--- config.mk ---
export PLATFORM = sky130hd
export DESIGN_NAME = low_freq_osc_control
export DESIGN_NICKNAME = d
export VERILOG_FILES = /design/src/pkg/osc_ctrl_pkg.sv /design/src/hw/startup_counter.sv /design/src/hw/low_freq_osc_control.sv
export SDC_FILE = /design/constraint.sdc
export NUM_CORES = 1
export LEC_CHECK = 0
export BUFFER_PORTS_ARGS = -buffer_cell sky130_fd_sc_hd__buf_4
export CAP_MARGIN = 20
export CORE_MARGIN = 5
export CORE_UTILIZATION = 55
export CTS_CLUSTER_DIAMETER = 200
export DETAILED_ROUTE_END_ITERATION = 10
export PLACE_DENSITY = 0.94
export SYNTH_ARGS = -nofsm -noshare
export SYNTH_HDL_FRONTEND = slang
export SYNTH_SLANG_ARGS = --single-unit
--- constraint.sdc ---
create_clock -name clk_i -period 5.5 [get_ports clk_i]
set_input_delay 0.55 -clock clk_i [delete_from_list [all_inputs] [get_ports clk_i]]
set_output_delay 0.55 -clock clk_i [all_outputs]
set_load 0.02 [all_outputs]
--- src/pkg/osc_ctrl_pkg.sv ---
/*
 * Shared constants for the low frequency oscillator control block: register byte
 * offsets, field positions, reset values, writable masks, start-up lengths and states.
 * Assumes a 32-bit APB register bus with byte addresses and one aligned word a register.
 */
package osc_ctrl_pkg;

	// Register byte offsets.
	localparam logic [7:0] CRYSTAL_CTRL_OFFSET  = 8'h14;
	localparam logic [7:0] INTERNAL_CTRL_OFFSET = 8'h18;
	localparam logic [7:0] CLOCK_STATUS_OFFSET  = 8'h0C;
	localparam logic [7:0] INT_STATUS_OFFSET    = 8'h30;
	localparam logic [7:0] INT_MASK_OFFSET      = 8'h34;

	// Internal oscillator control fields.
	localparam int TRIM_LSB          = 16;
	localparam int TRIM_MSB          = 22;
	localparam int CONFIG_LOCK_BIT   = 12;
	localparam int STARTUP_LSB       = 8;
	localparam int STARTUP_MSB       = 10;
	localparam int REQUEST_DRIVEN_BIT = 7;
	localparam int KEEP_STANDBY_BIT  = 6;
	localparam int INT_OUT_32K_BIT   = 2;
	localparam int ENABLE_BIT        = 1;

	// Crystal oscillator control fields.
	localparam int AUTO_AMPLITUDE_BIT = 5;
	localparam int XTAL_OUT_32K_BIT   = 3;
	localparam int CRYSTAL_SELECT_BIT = 2;

	// Status and interrupt fields.
	localparam int READY_BIT         = 0;
	localparam int EV_READY_BIT      = 0;
	localparam int EV_LOCK_DROP_BIT  = 1;
	localparam int EVENT_COUNT       = 2;

	// Reset values and writable masks.
	localparam logic [31:0] INTERNAL_CTRL_RESET = 32'h003F_0080;
	localparam logic [31:0] INTERNAL_CTRL_MASK  = 32'h007F_17C6;
	localparam logic [31:0] CRYSTAL_CTRL_RESET  = 32'h0000_0080;
	localparam logic [31:0] CRYSTAL_CTRL_MASK   = 32'h0000_00EE;
	localparam logic [1:0]  INT_MASK_RESET      = 2'h0;

	// Start-up lengths in oscillator cycles for selector codes 0 to 7.
	localparam logic [7:0] STARTUP_LEN_0 = 8'h03;
	localparam logic [7:0] STARTUP_LEN_1 = 8'h04;
	localparam logic [7:0] STARTUP_LEN_2 = 8'h06;
	localparam logic [7:0] STARTUP_LEN_3 = 8'h0A;
	localparam logic [7:0] STARTUP_LEN_4 = 8'h12;
	localparam logic [7:0] STARTUP_LEN_5 = 8'h22;
	localparam logic [7:0] STARTUP_LEN_6 = 8'h42;
	localparam logic [7:0] STARTUP_LEN_7 = 8'h82;

	// Synchronisation delay in oscillator cycles before ready is flagged.
	localparam logic [1:0] READY_SYNC_CYCLES = 2'h2;

	// Start-up sequencer states.
	typedef enum logic [1:0] {
		ST_OFF   = 2'b00,
		ST_COUNT = 2'b01,
		ST_SYNC  = 2'b10,
		ST_READY = 2'b11
	} startup_state_t;

endpackage

--- src/hw/startup_counter.sv ---
/*
 * Start-up sequencer of the internal 32kHz oscillator: counts the selected number of
 * low power oscillator ticks, then two internal oscillator ticks, then flags ready.
 * Assumes both tick inputs are single-cycle pulses already synchronised to clk_i.
 */
`timescale 1ns/1ps

module startup_counter (
	input  wire logic       clk_i,
	input  wire logic       rst_n_i,
	input  wire logic       run_i,
	input  wire logic [2:0] select_i,
	input  wire logic       ulp_tick_i,
	input  wire logic       osc_tick_i,
	output logic            ready_o
);

	osc_ctrl_pkg::startup_state_t state;
	osc_ctrl_pkg::startup_state_t next_state;
	logic [7:0]                   count;
	logic [7:0]                   next_count;
	logic [7:0]                   length;

	// Maps a selector code to its start-up length.
	function automatic logic [7:0] startup_length(input logic [2:0] code);
		case (code)
			3'h0:    startup_length = osc_ctrl_pkg::STARTUP_LEN_0;
			3'h1:    startup_length = osc_ctrl_pkg::STARTUP_LEN_1;
			3'h2:    startup_length = osc_ctrl_pkg::STARTUP_LEN_2;
			3'h3:    startup_length = osc_ctrl_pkg::STARTUP_LEN_3;
			3'h4:    startup_length = osc_ctrl_pkg::STARTUP_LEN_4;
			3'h5:    startup_length = osc_ctrl_pkg::STARTUP_LEN_5;
			3'h6:    startup_length = osc_ctrl_pkg::STARTUP_LEN_6;
			default: startup_length = osc_ctrl_pkg::STARTUP_LEN_7;
		endcase
	endfunction

	assign length = startup_length(select_i);

	// Sequencer: the count runs on low power ticks, then the sync delay on osc ticks.
	always_comb begin
		next_state = state;
		next_count = count;
		case (state)
			osc_ctrl_pkg::ST_OFF: begin
				next_count = 8'h00;
				if (run_i) begin
					next_state = osc_ctrl_pkg::ST_COUNT;
				end
			end
			osc_ctrl_pkg::ST_COUNT: begin
				if (ulp_tick_i) begin
					next_count = count + 8'h01;
					if (count + 8'h01 >= length) begin
						next_state = osc_ctrl_pkg::ST_SYNC;
						next_count = 8'h00;
					end
				end
			end
			osc_ctrl_pkg::ST_SYNC: begin
				if (osc_tick_i) begin
					next_count = count + 8'h01;
					if (count + 8'h01 >= {6'h00, osc_ctrl_pkg::READY_SYNC_CYCLES}) begin
						next_state = osc_ctrl_pkg::ST_READY;
					end
				end
			end
			osc_ctrl_pkg::ST_READY: begin
				next_count = 8'h00;
			end
			default: begin
				next_state = osc_ctrl_pkg::ST_OFF;
				next_count = 8'h00;
			end
		endcase
		// Stopping the oscillator abandons any start-up in progress.
		if (!run_i) begin
			next_state = osc_ctrl_pkg::ST_OFF;
			next_count = 8'h00;
		end
	end

	// State and count registers.
	always_ff @(posedge clk_i or negedge rst_n_i) begin
		if (!rst_n_i) begin
			state <= osc_ctrl_pkg::ST_OFF;
			count <= 8'h00;
		end else begin
			state <= next_state;
			count <= next_count;
		end
	end

	// Ready is registered from the next state, so it is high exactly while in the final state.
	always_ff @(posedge clk_i or negedge rst_n_i) begin
		if (!rst_n_i) begin
			ready_o <= 1'b0;
		end else begin
			ready_o <= (next_state == osc_ctrl_pkg::ST_READY);
		end
	end

endmodule

--- src/hw/low_freq_osc_control.sv ---
/*
 * Control logic for the internal 32kHz oscillator and the crystal 32kHz oscillator,
 * with an APB register slave, a start-up sequencer and a level interrupt.
 * Assumes the low power and internal oscillator clocks arrive as asynchronous pins,
 * while the request and standby inputs come from logic on clk_i.
 */
`timescale 1ns/1ps

module low_freq_osc_control (
	input  wire logic        clk_i,
	input  wire logic        nrst_i,
	input  wire logic        psel_i,
	input  wire logic        penable_i,
	input  wire logic        pwrite_i,
	input  wire logic [7:0]  paddr_i,
	input  wire logic [31:0] pwdata_i,
	input  wire logic [3:0]  pstrb_i,
	output logic [31:0]      prdata_o,
	output logic             pready_o,
	output logic             pslverr_o,
	input  wire logic        ulp_osc_clk_i,
	input  wire logic        internal_osc_clk_i,
	input  wire logic        internal_clk_request_i,
	input  wire logic        crystal_clk_request_i,
	input  wire logic        standby_i,
	output logic             internal_osc_run_o,
	output logic [6:0]       trim_value_o,
	output logic             internal_32k_o,
	output logic             internal_32k_ready_o,
	output logic             crystal_osc_run_o,
	output logic             auto_amplitude_enable_o,
	output logic             crystal_32k_out_en_o,
	output logic             crystal_select_o,
	output logic             osc_out_pin_gpio_o,
	output logic             irq_o
);

	logic        rst_sync1;
	logic        rst_n;
	logic [31:0] internal_ctrl;
	logic [31:0] crystal_ctrl;
	logic [1:0]  int_status;
	logic [1:0]  int_mask;
	logic        ulp_sync1;
	logic        ulp_sync2;
	logic        ulp_prev;
	logic        osc_sync1;
	logic        osc_sync2;
	logic        osc_prev;
	logic        ready;
	logic        ready_prev;

	wire         setup_phase;
	wire         access_phase;
	wire         write_access;
	wire         read_access;
	wire         hit_internal;
	wire         hit_crystal;
	wire         hit_status;
	wire         hit_int_status;
	wire         hit_int_mask;
	wire         hit_any;
	wire [31:0]  byte_mask;
	wire         internal_locked;
	wire         write_internal;
	wire         write_crystal;
	wire         lock_drop_event;
	wire         ready_event;
	wire [1:0]   events;
	wire [1:0]   clear_bits;
	wire [1:0]   next_int_status;
	wire [31:0]  read_mux;
	wire         ulp_tick;
	wire         osc_tick;
	wire         internal_run;
	wire         crystal_run;

	// Merges masked write data into a register, leaving undefined bits at zero.
	function automatic logic [31:0] merge_write(
		input logic [31:0] old_value,
		input logic [31:0] new_value,
		input logic [31:0] lanes,
		input logic [31:0] defined
	);
		logic [31:0] take;
		take        = lanes & defined;
		merge_write = ((old_value & ~take) | (new_value & take)) & defined;
	endfunction

	// Decides whether an oscillator runs from enable, request, standby and policy bits.
	function automatic logic osc_should_run(
		input logic enable,
		input logic request_driven,
		input logic keep_in_standby,
		input logic request,
		input logic standby
	);
		osc_should_run = enable
			&& (!standby || keep_in_standby)
			&& (!request_driven || request);
	endfunction

	// Reset release passes two flip-flops so every other register leaves reset together.
	always_ff @(posedge clk_i or negedge nrst_i) begin
		if (!nrst_i) begin
			rst_sync1 <= 1'b0;
			rst_n     <= 1'b0;
		end else begin
			rst_sync1 <= 1'b1;
			rst_n     <= rst_sync1;
		end
	end

	// APB decode; the slave answers in the first access cycle with no wait states.
	assign setup_phase    = psel_i && !penable_i;
	assign access_phase   = psel_i && penable_i;
	assign write_access   = access_phase && pwrite_i;
	assign read_access    = access_phase && !pwrite_i;
	assign hit_internal   = (paddr_i == osc_ctrl_pkg::INTERNAL_CTRL_OFFSET);
	assign hit_crystal    = (paddr_i == osc_ctrl_pkg::CRYSTAL_CTRL_OFFSET);
	assign hit_status     = (paddr_i == osc_ctrl_pkg::CLOCK_STATUS_OFFSET);
	assign hit_int_status = (paddr_i == osc_ctrl_pkg::INT_STATUS_OFFSET);
	assign hit_int_mask   = (paddr_i == osc_ctrl_pkg::INT_MASK_OFFSET);
	assign hit_any        = hit_internal || hit_crystal || hit_status
		|| hit_int_status || hit_int_mask;
	assign pready_o       = 1'b1;
	assign pslverr_o      = access_phase && !hit_any;
	assign byte_mask      = {{8{pstrb_i[3]}}, {8{pstrb_i[2]}}, {8{pstrb_i[1]}}, {8{pstrb_i[0]}}};

	// A locked internal register drops writes; the drop is reported as an event.
	assign internal_locked = internal_ctrl[osc_ctrl_pkg::CONFIG_LOCK_BIT];
	assign write_internal  = write_access && hit_internal && !internal_locked;
	assign lock_drop_event = write_access && hit_internal && internal_locked;
	assign write_crystal   = write_access && hit_crystal;

	// Internal oscillator control register.
	always_ff @(posedge clk_i or negedge rst_n) begin
		if (!rst_n) begin
			internal_ctrl <= osc_ctrl_pkg::INTERNAL_CTRL_RESET;
		end else if (write_internal) begin
			internal_ctrl <= merge_write(internal_ctrl, pwdata_i, byte_mask,
				osc_ctrl_pkg::INTERNAL_CTRL_MASK);
		end
	end

	// Crystal oscillator control register.
	always_ff @(posedge clk_i or negedge rst_n) begin
		if (!rst_n) begin
			crystal_ctrl <= osc_ctrl_pkg::CRYSTAL_CTRL_RESET;
		end else if (write_crystal) begin
			crystal_ctrl <= merge_write(crystal_ctrl, pwdata_i, byte_mask,
				osc_ctrl_pkg::CRYSTAL_CTRL_MASK);
		end
	end

	// Interrupt mask register; only the low event bits exist.
	always_ff @(posedge clk_i or negedge rst_n) begin
		if (!rst_n) begin
			int_mask <= osc_ctrl_pkg::INT_MASK_RESET;
		end else if (write_access && hit_int_mask && pstrb_i[0]) begin
			int_mask <= pwdata_i[osc_ctrl_pkg::EVENT_COUNT-1:0];
		end
	end

	// Both oscillator pins are asynchronous and pass two flip-flops before use.
	always_ff @(posedge clk_i or negedge rst_n) begin
		if (!rst_n) begin
			ulp_sync1 <= 1'b0;
			ulp_sync2 <= 1'b0;
			ulp_prev  <= 1'b0;
			osc_sync1 <= 1'b0;
			osc_sync2 <= 1'b0;
			osc_prev  <= 1'b0;
		end else begin
			ulp_sync1 <= ulp_osc_clk_i;
			ulp_sync2 <= ulp_sync1;
			ulp_prev  <= ulp_sync2;
			osc_sync1 <= internal_osc_clk_i;
			osc_sync2 <= osc_sync1;
			osc_prev  <= osc_sync2;
		end
	end

	// Rising edges of the synchronised oscillator clocks become one-cycle ticks.
	assign ulp_tick = ulp_sync2 && !ulp_prev;
	assign osc_tick = osc_sync2 && !osc_prev;

	// Run decisions for both oscillators.
	assign internal_run = osc_should_run(
		internal_ctrl[osc_ctrl_pkg::ENABLE_BIT],
		internal_ctrl[osc_ctrl_pkg::REQUEST_DRIVEN_BIT],
		internal_ctrl[osc_ctrl_pkg::KEEP_STANDBY_BIT],
		internal_clk_request_i,
		standby_i);
	assign crystal_run = osc_should_run(
		crystal_ctrl[osc_ctrl_pkg::ENABLE_BIT],
		crystal_ctrl[osc_ctrl_pkg::REQUEST_DRIVEN_BIT],
		crystal_ctrl[osc_ctrl_pkg::KEEP_STANDBY_BIT],
		crystal_clk_request_i,
		standby_i);

	// Start-up sequencer for the internal oscillator.
	startup_counter u_startup (
		.clk_i      (clk_i),
		.rst_n_i    (rst_n),
		.run_i      (internal_run),
		.select_i   (internal_ctrl[osc_ctrl_pkg::STARTUP_MSB:osc_ctrl_pkg::STARTUP_LSB]),
		.ulp_tick_i (ulp_tick),
		.osc_tick_i (osc_tick),
		.ready_o    (ready)
	);

	// Oscillator and pad control outputs, all registered.
	always_ff @(posedge clk_i or negedge rst_n) begin
		if (!rst_n) begin
			internal_osc_run_o      <= 1'b0;
			trim_value_o            <= 7'h00;
			crystal_osc_run_o       <= 1'b0;
			auto_amplitude_enable_o <= 1'b0;
			crystal_32k_out_en_o    <= 1'b0;
			crystal_select_o        <= 1'b0;
			osc_out_pin_gpio_o      <= 1'b1;
		end else begin
			internal_osc_run_o      <= internal_run;
			trim_value_o            <= internal_ctrl[osc_ctrl_pkg::TRIM_MSB:osc_ctrl_pkg::TRIM_LSB];
			crystal_osc_run_o       <= crystal_run;
			auto_amplitude_enable_o <= crystal_ctrl[osc_ctrl_pkg::AUTO_AMPLITUDE_BIT];
			crystal_32k_out_en_o    <= crystal_run
				&& crystal_ctrl[osc_ctrl_pkg::XTAL_OUT_32K_BIT];
			crystal_select_o        <= crystal_ctrl[osc_ctrl_pkg::CRYSTAL_SELECT_BIT];
			osc_out_pin_gpio_o      <= !crystal_ctrl[osc_ctrl_pkg::CRYSTAL_SELECT_BIT];
		end
	end

	// The internal 32kHz clock is passed on only when enabled for output and ready.
	always_ff @(posedge clk_i or negedge rst_n) begin
		if (!rst_n) begin
			internal_32k_o       <= 1'b0;
			internal_32k_ready_o <= 1'b0;
		end else begin
			internal_32k_o       <= osc_sync2 && ready
				&& internal_ctrl[osc_ctrl_pkg::INT_OUT_32K_BIT];
			internal_32k_ready_o <= ready;
		end
	end

	// Events: ready rising and a write dropped by the lock.
	always_ff @(posedge clk_i or negedge rst_n) begin
		if (!rst_n) begin
			ready_prev <= 1'b0;
		end else begin
			ready_prev <= ready;
		end
	end

	assign ready_event = ready && !ready_prev;
	assign events      = {lock_drop_event, ready_event};

	// A status read clears only the bits it reported, so no late event is lost; set wins.
	assign clear_bits      = (read_access && hit_int_status) ? prdata_o[1:0] : 2'h0;
	assign next_int_status = (int_status & ~clear_bits) | events;

	// Sticky interrupt status.
	always_ff @(posedge clk_i or negedge rst_n) begin
		if (!rst_n) begin
			int_status <= 2'h0;
		end else begin
			int_status <= next_int_status;
		end
	end

	// Interrupt line is high while any unmasked status bit is set.
	always_ff @(posedge clk_i or negedge rst_n) begin
		if (!rst_n) begin
			irq_o <= 1'b0;
		end else begin
			irq_o <= |(next_int_status & int_mask);
		end
	end

	// Read data selection; unmapped addresses and undefined bits read zero.
	assign read_mux =
		hit_internal   ? internal_ctrl :
		hit_crystal    ? crystal_ctrl :
		hit_status     ? {31'h0000_0000, ready} :
		hit_int_status ? {30'h0000_0000, int_status} :
		hit_int_mask   ? {30'h0000_0000, int_mask} :
		32'h0000_0000;

	// Read data is captured in the setup cycle and stands through the access cycle.
	always_ff @(posedge clk_i or negedge rst_n) begin
		if (!rst_n) begin
			prdata_o <= 32'h0000_0000;
		end else if (setup_phase && !pwrite_i) begin
			prdata_o <= read_mux;
		end
	end

endmodule

==> flow_summary_export.csv <==
group,metric,value,unit
outcome,run_status,"complete, no violations",
layout,n_antenna_cell,0,
yosys,syn-instance-count,305,
yosys,share_of_the_synthesized_area_in_compound_gates_ao_oa_aoi_oai,12.6,%
layout,area_growth,21.2,%
layout,instances_no_fill,459,
layout,final_core_utilization,68.3,%
layout,final_net_count,441,
grt,grt_pass1_vias,2692,
grt,overflow,0,
critical_path,cpPeakStageDelay,0.51,ns
place,dp.final_hpwl,5.73,mm
sta,clock_skew_after_layout,0.0121,ns
clocking,cts_tree,"done",
detailed_routing,routed-via-count,2594,
place,placement.io_buffers,73,
power,power_density,253,mW/mm^2
job,max_cap_violation_count,0,
yosys,main_combinational_cell_family_by_area_after_synthesis,"simple AND/OR/NAND/NOR gates",
layout,fillerInstances,479,
clocking,cts_root_buffer,"sky130_fd_sc_hd__clkbuf_8",
detailed_routing,drt_wl_total,7.86,mm
yosys,yosys_register_bits,78,
grt,grt_usage,20.1,%
yosys,synth.largest_area_cell,"sky130_fd_sc_hd__dfrtp_1",
detailed_routing,drt.antenna.violating_nets,0,
detailed_routing,detail_route.first_pass.iterations,4,
detailed_routing,wl_per_cell,17.1,um
yosys,edff_count_synth,0,
grt,grt_first_pass_wirelength,13.3,mm
critical_path,worstSetupEndpointType,"register",
yosys,yosys.cell_count.top_type,"sky130_fd_sc_hd__dfrtp_1",
sta,timing.final.crit_period,2.87,ns
sta,number_of_slew_limit_violations_in_the_final_report,0,
floorplan,initial_core_util,56.4,%
yosys,synth_top_flop_cell,"sky130_fd_sc_hd__dfrtp_1",
layout,layout-drive-gt1-share,28.3,%
floorplan,design.die.area,0.00818,mm^2
yosys,post_synth_instance_area,0.00356,mm^2
layout,regArea,0.00196,mm^2
detailed_routing,drt_iter0_markers,102,
power,vdd.ir_drop.worst,0.193,mV
yosys,synth_seq_area_share,55.2,%
critical_path,worstPathRequired,5.73,ns
clocking,clock_pin_transition_on_the_worst_setup_and_hold_timing_paths,0.08,ns
floorplan,dieHeight,90.4,um
place,globalplace.congestion,0.805,
yosys,post_synth_most_frequent_cells,"sky130_fd_sc_hd__dfrtp_1, sky130_fd_sc_hd__nand2_1, sky130_fd_sc_hd__mux2_1",
yosys,yosys.area.top_type_share,48.5,%
critical_path,crit_type,"register to register",
yosys,synth_area_per_cell,11.7,um^2
sta,final_setup_violation_count,0,
sta,timing_worst_slew_pin_value,0.923,ns
floorplan,die_width,90.4,um
power,power.leakage,2.16,nW
yosys,ys_warn_count,0,
floorplan,fp-row-count,29,
yosys,synth_adder_area_share,3.52,%
sta,finalHoldViolCount,0,
yosys,basic_gate_share_of_the_synthesized_area_counting_and_or_nand_and_nor_cells,13.7,%
critical_path,crit_path_start_kind,"register",
yosys,synth_area_leaders,"sky130_fd_sc_hd__dfrtp_1, sky130_fd_sc_hd__mux2_1, sky130_fd_sc_hd__dfstp_2, sky130_fd_sc_hd__a22o_1, sky130_fd_sc_hd__ha_1",
yosys,post_synth_num_cell_types,55,
floorplan,io_pins,104,
sta,final.hold.worst_slack,0.314,ns
critical_path,crit_slowest_cell,"sky130_fd_sc_hd__dfrtp_1",
clocking,cts-buffers-inserted,9,
floorplan,core_region_area,0.00631,mm^2
critical_path,worstPathCellList,"ha_1 > nand2_1 > nor2_1 > xor2_1 > ha_1 > and4_1 > o211ai_1 > o2bb2ai_1 > nor2_1 > a22o_1",
layout,multiInputGateArea,0.00144,mm^2
clocking,clock_path_buffers,2,
clocking,number_of_cells_upsized_or_downsized_after_cts,0,
clocking,tritoncts_num_sinks,78,
detailed_routing,avg_vias_per_cell,5.65,
clocking,maximum_level_of_the_cts_h_tree,3,
grt,grt_antenna_before_repair,0,
yosys,synth_xor_xnor_area_share,1.72,%
place,placed_cells_incl_taps,442,
worst_hold_path,min_path_type,"primary input to register",
grt,largest_net_degree_at_the_start_of_global_routing,77,
sta,timing.slew.headroom,38.5,%
power,fin_total_pwr,1.09,mW
clocking,cts_setup_buffers,0,
clocking,clk-insertion-delay-late,0.35,ns
critical_path,arrival,3.10,ns
critical_path,crit_path_max_fanout,8,
yosys,synth.mux.area_fraction,7.24,%
sta,final_clock_period_utilization_by_the_worst_path,52.1,%
detailed_routing,drc,0,
sta,clock.fmax,349,MHz
sta,finalSetupTns,0,ns
sta,rsz0062_at_grt,"false",
yosys,postSynth.asyncResetShare,100,%
worst max-delay path, delay by kind of cell (launching register included):
| kind | cells | cell delay [ns] |
|---|---|---|
| fa+ha+maj | 2 | 0.56 |
| xor+xnor | 1 | 0.32 |
| flops | 1 | 0.51 |
| simple gates | 4 | 0.59 |
| compound gates | 3 | 0.79 |
power by group:
group	switching [mW]	leakage, nW	internal, mW	total [mW]
clock network	0.220	0.101	0.227	0.447
registers	0.00312	1.04	0.579	0.582
logic	0.0372	1.02	0.0246	0.0618
total	0.260	2.16	0.831	1.09
metrics by stage:
stage          setup WS, ns  instance area (um^2)
2_1_floorplan          3.09                  3610
3_3_place_gp           2.72                  4100
3_5_place_dp           2.65                  4100
4_1_cts                2.65                  4310
5_1_grt                2.39                  4310
6_report               2.63                  4310
cells in the final DEF (no fill, tap or decap), types with 8 or more instances in the layout:
master and n:
sky130_fd_sc_hd__mux2_1 22, sky130_fd_sc_hd__o21ai_1 8, sky130_fd_sc_hd__buf_4 74, sky130_fd_sc_hd__conb_1 16
sky130_fd_sc_hd__a22o_1 17, sky130_fd_sc_hd__dfrtp_1 68, sky130_fd_sc_hd__clkbuf_8 10, sky130_fd_sc_hd__nor2_1 8
sky130_fd_sc_hd__ha_1 10, sky130_fd_sc_hd__nand2_1 27, sky130_fd_sc_hd__dfstp_2 9, sky130_fd_sc_hd__inv_1 10
logic make-up (layout without fill, tap and decap cells):
| kind of cell | Yosys count | count (layout) |
|---|---|---|
| and+or+nand+nor | 86 | 86 |
| adders and majority gates | 10 | 10 |
| DFF | 78 | 78 |
| muxes | 23 | 23 |
| buffers and inverters | 38 | 101 |
| other | 2 | 16 |
| AOI/OAI and AO/OA | 61 | 61 |
| xor gates and xnor gates | 7 | 7 |
layout make-up:
type	instances	share of cell area, %
Tap cell	77	2.23
Clock inverter	5	1.48
Sequential cell	78	45.6
Multi-Input combinational cell	203	33.5
Clock buffer	11	3.28
Inverter	10	0.871
Timing Repair Buffer	75	13.1
what timing repair did:
action | 4_1_cts | 5_1_grt
setup endpoints to repair | 0 | 0
hold buffers | 1 | 0
hold endpoints to repair | 2 | 0
worst paths after layout:
check | start | to | slack [ns] | depth (start not counted)
setup / recovery | u_startup.count[0] | u_startup.count[4] | 2.63 | 10
hold / removal | internal_osc_clk_i | osc_sync1 | 0.31 | 1
setup reg to reg | u_startup.count[0] | u_startup.count[4] | 2.63 | 10
hold reg to reg | osc_sync1 | osc_sync2 | 0.35 | 0
max in group asynchronous | rst_n | u_startup.count[0] | 4.43 | 1
min in group asynchronous | rst_n | prdata_o[17] | 0.49 | 1
routing by layer:
layer | vias to the layer above | part of all wire, % | wire [um] | track usage, %
li1 | 1191 | - | - | -
met1 | 1294 | 38 | 3000 | 23.6
met2 | 95 | 53 | 4130 | 34.0
met3 | 14 | 7.0 | 550 | 5.50
met4 | 0 | 2.4 | 185 | 9.68
met5 | - | 0 | 0 | 0
No activity file was read; power rests on OpenSTA's default activity.
